`src/timer_reload_pkg.sv`:
```
// Constants, field layout and bus carrier type for the auto-reload timer.
package timer_reload_pkg;

   // Register indices; byte address is four times the index.
   localparam logic [7:0] IDX_MODE = 8'hDC;
   localparam logic [7:0] IDX_COUNT = 8'hDD;
   localparam logic [7:0] IDX_RELOAD = 8'hDE;
   localparam logic [7:0] IDX_STATUS = 8'hE0;
   localparam logic [7:0] IDX_MASK = 8'hE1;

   // Timer mode register field positions.
   localparam int MODE_PWM_EN = 0;
   localparam int MODE_RELOAD_SEL = 2;
   localparam int MODE_FAST_CLK = 3;
   localparam int MODE_CODE_LO = 4;
   localparam int MODE_ENABLE = 7;

   // Status and mask bit for the overflow event.
   localparam int STAT_OVF = 0;

   // Values after reset.
   localparam logic [7:0] MODE_RST = 8'h00;
   localparam logic [7:0] COUNT_RST = 8'h00;
   localparam logic [7:0] RELOAD_RST = 8'h00;
   localparam logic [7:0] STAT_RST = 8'h00;
   localparam logic [7:0] MASK_RST = 8'h00;

   // Reference cycles per CPU clock, and base prescale counts in CPU clock cycles and in reference clock cycles.
   localparam logic [10:0] CPU_DIV = 11'h004;
   localparam logic [10:0] CPU_BASE = 11'h100;
   localparam logic [10:0] OSC_BASE = 11'h080;

   // Overflow boundaries: full 8-bit span, or half span chosen in PWM mode by the reload select bit.
   localparam logic [7:0] BOUND_FULL = 8'hFF;
   localparam logic [7:0] BOUND_HALF = 8'h7F;

   // APB request as driven by the master.
   typedef struct packed {
      logic psel;
      logic penable;
      logic pwrite;
      logic [11:0] paddr;
      logic [31:0] pwdata;
   } apb_req_t;

endpackage

```
`src/timer_reload_prescale.sv`:
```
// Auto-reload 8-bit timer with prescaler, PWM output and APB register access.
//
// The APB interface to the registers was decided locally.
`timescale 1ns/1ns
`default_nettype none
module timer_reload_prescale (
   // Clock and reset.
   input wire logic ref_clk,
   input wire logic reset,
   // APB slave.
   input wire timer_reload_pkg::apb_req_t apb,
   output logic [31:0] prdata,
   output logic pready,
   output logic pslverr,
   // Timer outputs.
   output logic pwm_out,
   output logic irq
);
   import timer_reload_pkg::*;

   // Prescale ratio in reference clock cycles for a source and code.
   function automatic logic [10:0] div_ratio(input logic fast, input logic [2:0] code);
      logic [10:0] r;
      r = fast ? (OSC_BASE >> code) : ((CPU_BASE >> code) * CPU_DIV);
      return r;
   endfunction

   // Register index from a byte address; misaligned addresses map nowhere.
   function automatic logic [8:0] reg_index(input logic [11:0] a);
      logic [8:0] i;
      i = (a[1:0] == 2'h0) ? {1'b0, a[9:2]} : 9'h1FF;
      if (a[11:10] != 2'h0) begin
         i = 9'h1FF;
      end
      return i;
   endfunction

   logic [7:0] mode_q;
   logic [7:0] count_q;
   logic [7:0] count_d;
   logic [7:0] reload_q;
   logic [7:0] stat_q;
   logic [7:0] mask_q;
   logic [9:0] pre_q;
   logic [31:0] rdata_q;
   logic pwm_q;

   logic [8:0] idx;
   logic mapped;
   logic wr_acc;
   logic rd_setup;
   logic mode_wr;
   logic count_wr;
   logic tick;
   logic [10:0] ratio;
   logic [2:0] code;
   logic fast_clock_select;
   logic reload_select_bit;
   logic pwm_output_enable;
   logic timer_on;
   logic [7:0] bound;
   logic ovf;
   logic do_reload;

   // Mode field decode.
   assign code = mode_q[MODE_CODE_LO +: 3];
   assign fast_clock_select = mode_q[MODE_FAST_CLK];
   assign reload_select_bit = mode_q[MODE_RELOAD_SEL];
   assign pwm_output_enable = mode_q[MODE_PWM_EN];
   assign timer_on = mode_q[MODE_ENABLE];

   // Bus decode; the slave answers in the first access cycle, so pready stays high.
   assign idx = reg_index(apb.paddr);
   assign mapped = (idx == {1'b0, IDX_MODE}) || (idx == {1'b0, IDX_COUNT})
      || (idx == {1'b0, IDX_RELOAD}) || (idx == {1'b0, IDX_STATUS})
      || (idx == {1'b0, IDX_MASK});
   assign wr_acc = apb.psel && apb.penable && apb.pwrite && mapped;
   assign rd_setup = apb.psel && !apb.penable && !apb.pwrite;
   assign mode_wr = wr_acc && (idx == {1'b0, IDX_MODE});
   assign count_wr = wr_acc && (idx == {1'b0, IDX_COUNT});
   assign pready = 1'b1;
   assign pslverr = apb.psel && apb.penable && !mapped;
   assign prdata = rdata_q;

   // Prescaler ratio from source and code.
   assign ratio = div_ratio(fast_clock_select, code);
   assign tick = timer_on && ({1'b0, pre_q} >= (ratio - 11'h001));

   // Overflow boundary: in PWM mode the reload select bit picks half span.
   assign bound = (pwm_output_enable && reload_select_bit) ? BOUND_HALF : BOUND_FULL;
   assign ovf = tick && (count_q == bound);
   // PWM forces reload; otherwise the reload select bit enables it.
   assign do_reload = pwm_output_enable || reload_select_bit;

   // Next count: software write first, then overflow, then plain increment.
   always_comb begin
      count_d = count_q;
      if (count_wr) begin
         count_d = apb.pwdata[7:0];
      end else if (ovf) begin
         count_d = do_reload ? reload_q : 8'h00;
      end else if (tick) begin
         count_d = count_q + 8'h01;
      end
   end

   // Prescale counter; the comparison uses >= so a ratio shrunk mid-count still wraps.
   always_ff @(posedge ref_clk or posedge reset) begin
      if (reset) begin
         pre_q <= 10'h000;
      end else if (!timer_on || tick) begin
         pre_q <= 10'h000;
      end else begin
         pre_q <= pre_q + 10'h001;
      end
   end

   // Count register.
   always_ff @(posedge ref_clk or posedge reset) begin
      if (reset) begin
         count_q <= COUNT_RST;
      end else begin
         count_q <= count_d;
      end
   end

   // Mode register.
   always_ff @(posedge ref_clk or posedge reset) begin
      if (reset) begin
         mode_q <= MODE_RST;
      end else if (mode_wr) begin
         mode_q <= apb.pwdata[7:0];
      end
   end

   // Reload value register, write-only.
   always_ff @(posedge ref_clk or posedge reset) begin
      if (reset) begin
         reload_q <= RELOAD_RST;
      end else if (wr_acc && (idx == {1'b0, IDX_RELOAD})) begin
         reload_q <= apb.pwdata[7:0];
      end
   end

   // Mask register.
   always_ff @(posedge ref_clk or posedge reset) begin
      if (reset) begin
         mask_q <= MASK_RST;
      end else if (wr_acc && (idx == {1'b0, IDX_MASK})) begin
         mask_q <= apb.pwdata[7:0];
      end
   end

   // Sticky status; a new overflow wins over a write-one clear in the same cycle.
   always_ff @(posedge ref_clk or posedge reset) begin
      if (reset) begin
         stat_q <= STAT_RST;
      end else begin
         if (wr_acc && (idx == {1'b0, IDX_STATUS})) begin
            stat_q <= stat_q & ~apb.pwdata[7:0];
         end
         if (ovf) begin
            stat_q[STAT_OVF] <= 1'b1;
         end
      end
   end

   // Read data is captured in the setup cycle and held through the access cycle.
   always_ff @(posedge ref_clk or posedge reset) begin
      if (reset) begin
         rdata_q <= 32'h0000_0000;
      end else if (rd_setup) begin
         rdata_q <= 32'h0000_0000;
         if (idx == {1'b0, IDX_MODE}) begin
            rdata_q[7:0] <= mode_q;
         end else if (idx == {1'b0, IDX_COUNT}) begin
            rdata_q[7:0] <= count_q;
         end else if (idx == {1'b0, IDX_STATUS}) begin
            rdata_q[7:0] <= stat_q;
         end else if (idx == {1'b0, IDX_MASK}) begin
            rdata_q[7:0] <= mask_q;
         end
      end
   end

   // PWM output: high at wrap, low on match; held low while PWM is off.
   always_ff @(posedge ref_clk or posedge reset) begin
      if (reset) begin
         pwm_q <= 1'b0;
      end else if (!pwm_output_enable) begin
         pwm_q <= 1'b0;
      end else if (ovf) begin
         pwm_q <= 1'b1;
      end else if (count_q == reload_q) begin
         pwm_q <= 1'b0;
      end
   end

   assign pwm_out = pwm_q;
   // Level interrupt while any unmasked status bit is set.
   assign irq = |(stat_q & mask_q);

   // Checks.
   chk_reload_copy: assert property (@(posedge ref_clk) disable iff (reset)
      (ovf && reload_select_bit && !pwm_output_enable && !count_wr)
      |=> (count_q == $past(reload_q)))
      else $error("Count did not take the reload value on overflow.");

   chk_pwm_reload: assert property (@(posedge ref_clk) disable iff (reset)
      (ovf && pwm_output_enable && !reload_select_bit && !count_wr)
      |=> (count_q == $past(reload_q)))
      else $error("PWM mode overflow did not reload.");

   chk_pwm_boundary: assert property (@(posedge ref_clk) disable iff (reset)
      (tick && pwm_output_enable && reload_select_bit && count_q == 8'h7F && !count_wr)
      |=> (count_q == $past(reload_q)) && stat_q[STAT_OVF])
      else $error("Half span boundary did not overflow.");

   chk_reload_wo: assert property (@(posedge ref_clk) disable iff (reset)
      (apb.psel && apb.penable && !apb.pwrite && idx == {1'b0, IDX_RELOAD})
      |-> (prdata == 32'h0000_0000))
      else $error("Write-only reload register read back nonzero.");

   chk_cpu_div2: assert property (@(posedge ref_clk) disable iff (reset || mode_wr)
      (tick && !fast_clock_select && code == 3'h7)
      |=> (!tick)[*7] ##1 tick)
      else $error("CPU clock by 2 tick spacing wrong.");

   chk_osc_div1: assert property (@(posedge ref_clk) disable iff (reset || mode_wr)
      (tick && fast_clock_select && code == 3'h7) |=> tick)
      else $error("Oscillator by 1 did not tick every cycle.");

   chk_cpu_div64: assert property (@(posedge ref_clk) disable iff (reset)
      (tick && !fast_clock_select && code == 3'h2) |-> (pre_q == 10'h0FF))
      else $error("CPU clock by 64 ratio wrong.");

   chk_osc_div4: assert property (@(posedge ref_clk) disable iff (reset || mode_wr)
      (tick && fast_clock_select && code == 3'h5) |=> (!tick)[*3] ##1 tick)
      else $error("Oscillator by 4 tick spacing wrong.");

   chk_code_field: assert property (@(posedge ref_clk) disable iff (reset)
      mode_wr |=> (code == $past(apb.pwdata[6:4])))
      else $error("Prescale code not taken from bits 4 to 6.");

   chk_pwm_low: assert property (@(posedge ref_clk) disable iff (reset)
      (pwm_output_enable && !ovf && count_q == reload_q && !mode_wr) |=> !pwm_out)
      else $error("PWM output not low on match.");

   chk_pwm_high: assert property (@(posedge ref_clk) disable iff (reset)
      (pwm_output_enable && ovf && !mode_wr) |=> pwm_out)
      else $error("PWM output not high after wrap.");

endmodule
`default_nettype wire

```
`config.mk`:
```
export PLATFORM = sky130hd
export DESIGN_NAME = timer_reload_prescale
export DESIGN_NICKNAME = d
export VERILOG_FILES = /design/src/timer_reload_pkg.sv /design/src/timer_reload_prescale.sv
export SDC_FILE = /design/constraint.sdc
export NUM_CORES = 1
export LEC_CHECK = 0
export ABC_AREA = 0
export BUFFER_PORTS_ARGS = -buffer_cell sky130_fd_sc_hd__buf_2
export CAP_MARGIN = 5
export CORE_UTILIZATION = 50
export DETAILED_ROUTE_END_ITERATION = 12
export GPL_TIMING_DRIVEN = 0
export HOLD_SLACK_MARGIN = 0.02
export PLACE_DENSITY_LB_ADDON = 0.08
export RECOVER_POWER = 25
export SYNTH_ARGS = -nofsm -noshare
export SYNTH_HDL_FRONTEND = slang
export SYNTH_SLANG_ARGS = --single-unit
```
`constraint.sdc`:
```
create_clock -name ref_clk -period 3.5 [get_ports ref_clk]
set_input_delay 0.525 -clock ref_clk [delete_from_list [all_inputs] [get_ports ref_clk]]
set_output_delay 0.525 -clock ref_clk [all_outputs]
set_load 0.03 [all_outputs]
```
==> flow_metrics.tcl <==
set metrics [dict create \
    min_path_type "in -> reg" \
    synth_area_um2 3770 \
    ioPinCount 85 \
    num_vias 3070 \
    nNetsFinal 522 \
    drt_iter0_drc 216 \
    cts.sinks 59 \
    period_share 0.953 \
    worst-path-buf-inv 3 \
    layout.area.seq_um2 1480 \
    cts_max_level 3 \
    final_common_cell "dfrtp_1" \
    synth.largest_area_cell "dfrtp_1" \
    endpoint_kind "flop" \
    power_leakage_uw 0.00219 \
    clkSlewWorstSetupHoldPaths_ns 0.07 \
    crit_path_start_kind "flop" \
    ys.flop_type "dfrtp_1" \
    max_slew.worst_pin.slew_ns 1.63 \
    die-area_um2 7890 \
    synth_warnings 0 \
    instances_no_fill 564 \
    finalSetupViolCount 0 \
    synth-seq-cells 59 \
    synth.avg_cell_area_um2 9.79 \
    multiInputGateArea_um2 2050 \
    ctsHoldBuffers 0 \
    cts_buffers 9 \
    antenna_found_initial 0 \
    nFillCells 651 \
    tritoncts "done" \
    relSlewSlack -0.0846 \
    drt_pre_antenna_iters 5 \
    die_h_um 88.8 \
    worst_clock_skew_ns 0.00838 \
    post-dp-hpwl_mm 6.23 \
    violations "capacitance limit, slew limit" \
    routedWlPerCell_um 15.5 \
    clock_path_buffers 2 \
    power.density_nw_per_um2 337 \
    wirelength_mm 8.74 \
    cp.required_ns 3.78 \
    dieWidth_um 88.8 \
    drv_slew 31 \
    hold_viol 0 \
    synthArstFlopShare 1.00 \
    synth_edf_count 0 \
    placed_cells 543 \
    max_freq_ghz 0.300 \
    fin_setup_tns_ns 0 \
    peakVddDrop_mv 0.247 \
    drtAntennaViolNets 0 \
    path_cells "buf_2, nand4_1, ha_1, buf_4, nor4b_2, o21ai_1, o21ai_0, a21oi_1, ha_1, nand3_1, nor2_1, a211o_1, a21oi_4, buf_4, or4_1, nand3_1" \
    start_util 0.520 \
    drc 0 \
    ys_seq_area_frac 0.392 \
    final_cell_mix "dfrtp_1, buf_2, buf_4" \
    status "complete, but fails checks" \
    via_per_inst 5.44 \
    cts_root_buf "clkbuf_8" \
    critPathKind "reg -> reg" \
    crit_path_max_incr_delay_ns 0.52 \
    crit_family "simple AND/OR/NAND/NOR gates" \
    clk_latency_ns 0.34 \
    gp_congestion 0.848 \
    syn_inst 385 \
    grt_pass1_vias 2802 \
    crit_arrival_ns 3.61 \
    drive_gt1_frac 0.308 \
    utilization 0.619 \
    netlist_top_cells_area "dfrtp_1, mux2_2, buf_4" \
    maxCapViolations 1 \
    netlist.area_leader.share 0.392 \
    io_buffers 35 \
    core_um2 7250 \
    antenna_cells 0 \
    cp_slowest_cell "or4_1" \
    grt_usage 0.241 \
    synth_cell_types 60 \
    grt_max_degree 31 \
    area_growth_pct 19.1 \
    grt_pass1_wl_mm 14.1 \
    finalPower_uw 1510 \
    rows 31 \
    worstPathMaxFanout 10 \
    post-route-min-period_ns 3.33 \
    overflow 0 \
]
final timing paths:
| kind | startpoint | to | slack (ns) | cells past startpoint |
|---|---|---|---|---|
| setup / recovery | mode_q[3] | count_q[6] | 0.17 | 16 |
| hold / removal | apb[2] | stat_q[2] | 0.45 | 2 |
| setup reg to reg | mode_q[3] | count_q[6] | 0.17 | 16 |
| hold reg to reg | prdata[0] | prdata[0] | 0.50 | 1 |
| max in group asynchronous | reset | mode_q[3] | 0.84 | 3 |
| min in group asynchronous | reset | pwm_out | 0.46 | 2 |
area by class of cell:
class,instances,area share
Multi-Input combinational cell,293,0.457
Sequential cell,59,0.330
Buffer,47,0.0742
Timing Repair Buffer,43,0.0544
Clock buffer,10,0.0307
Tap cell,99,0.0276
Clock inverter,6,0.0198
Inverter,7,0.00586
routing by layer:
layer  track usage  routed length, um  up-vias
met1         0.326               4010     1437
met4         0.103                208        0
met2         0.381               3960      114
met3        0.0438                561       19
met5             0                  0        -
li1              -                  -     1500
synthesized netlist by cell type, types with 2 or more instances:
cell	number
a211o_1	2
a21boi_0	7
a21boi_1	2
a21oi_1	21
a221oi_1	8
a22o_1	8
a22oi_1	12
a31oi_1	2
and3_1	6
and3_2	2
and3b_1	2
buf_2	4
buf_4	27
buf_6	2
clkbuf_1	14
clkbuf_8	2
conb_1	2
dfrtp_1	59
ha_1	13
inv_1	7
mux2_2	24
mux2i_1	7
nand2_1	23
nand3_1	16
nand3_4	2
nand4_1	9
nor2_1	24
nor2b_1	4
nor3_1	3
nor3b_1	2
nor4b_1	2
o21a_1	2
o21ai_0	19
or3_2	2
xnor2_1	12
xor2_1	8
per-stage QoR:
step                setup slack (ns)  hold WS [ns]  area (um2)
floorplan                      0.314         0.467        3850
global placement              -0.301         0.482        4150
detailed placement            -0.366         0.489        4170
CTS                          0.00934         0.284        4410
global route                 -0.0333         0.449        4490
finish                         0.166         0.453        4490
what timing repair did:
action / CTS / global route
resized for setup: 6 / 18
pin swaps: 0 / 3
setup buffers: 0 / 7
endpoints found under the setup margin: 20 / 20
flip-flops by register name (all words and copies together) (netlist names):
name	flops
mode_q	8
mask_q	8
reload_q	8
pwm_out	1
count_q	8
pre_q	10
prdata	8
stat_q	8
power by group:
| group | total (uW) | internal [uW] | switching [uW] |
|---|---|---|---|
| Sequential | 684 | 683 | 0.964 |
| Combinational | 125 | 41.1 | 84.0 |
| Clock | 703 | 420 | 284 |
kinds of logic (layout without fill, tap and decap cells):
| logic type | Yosys count | in the layout | share of synthesized area |
|---|---|---|---|
| simple gates | 109 | 109 | 0.163 |
| compound gates | 95 | 95 | 0.170 |
| flops | 59 | 59 | 0.392 |
| buf+inv | 56 | 113 | 0.0933 |
| mux | 31 | 31 | 0.0903 |
| xor+xnor | 20 | 20 | 0.0465 |
| fa+ha+maj | 13 | 13 | 0.0432 |
| other cells | 2 | 25 | 0.00199 |
worst reg2reg max path, cell delays in order, from the launching register on:
cell     delay [ns]
dfrtp_2        0.43
buf_2          0.23
nand4_1        0.15
ha_1           0.23
buf_4          0.17
nor4b_2        0.26
o21ai_1        0.08
o21ai_0        0.08
a21oi_1        0.08
ha_1           0.30
nand3_1        0.10
nor2_1         0.11
a211o_1        0.20
a21oi_4        0.08
buf_4          0.15
or4_1          0.52
nand3_1        0.10
Power figures use the tool's default switching activity.
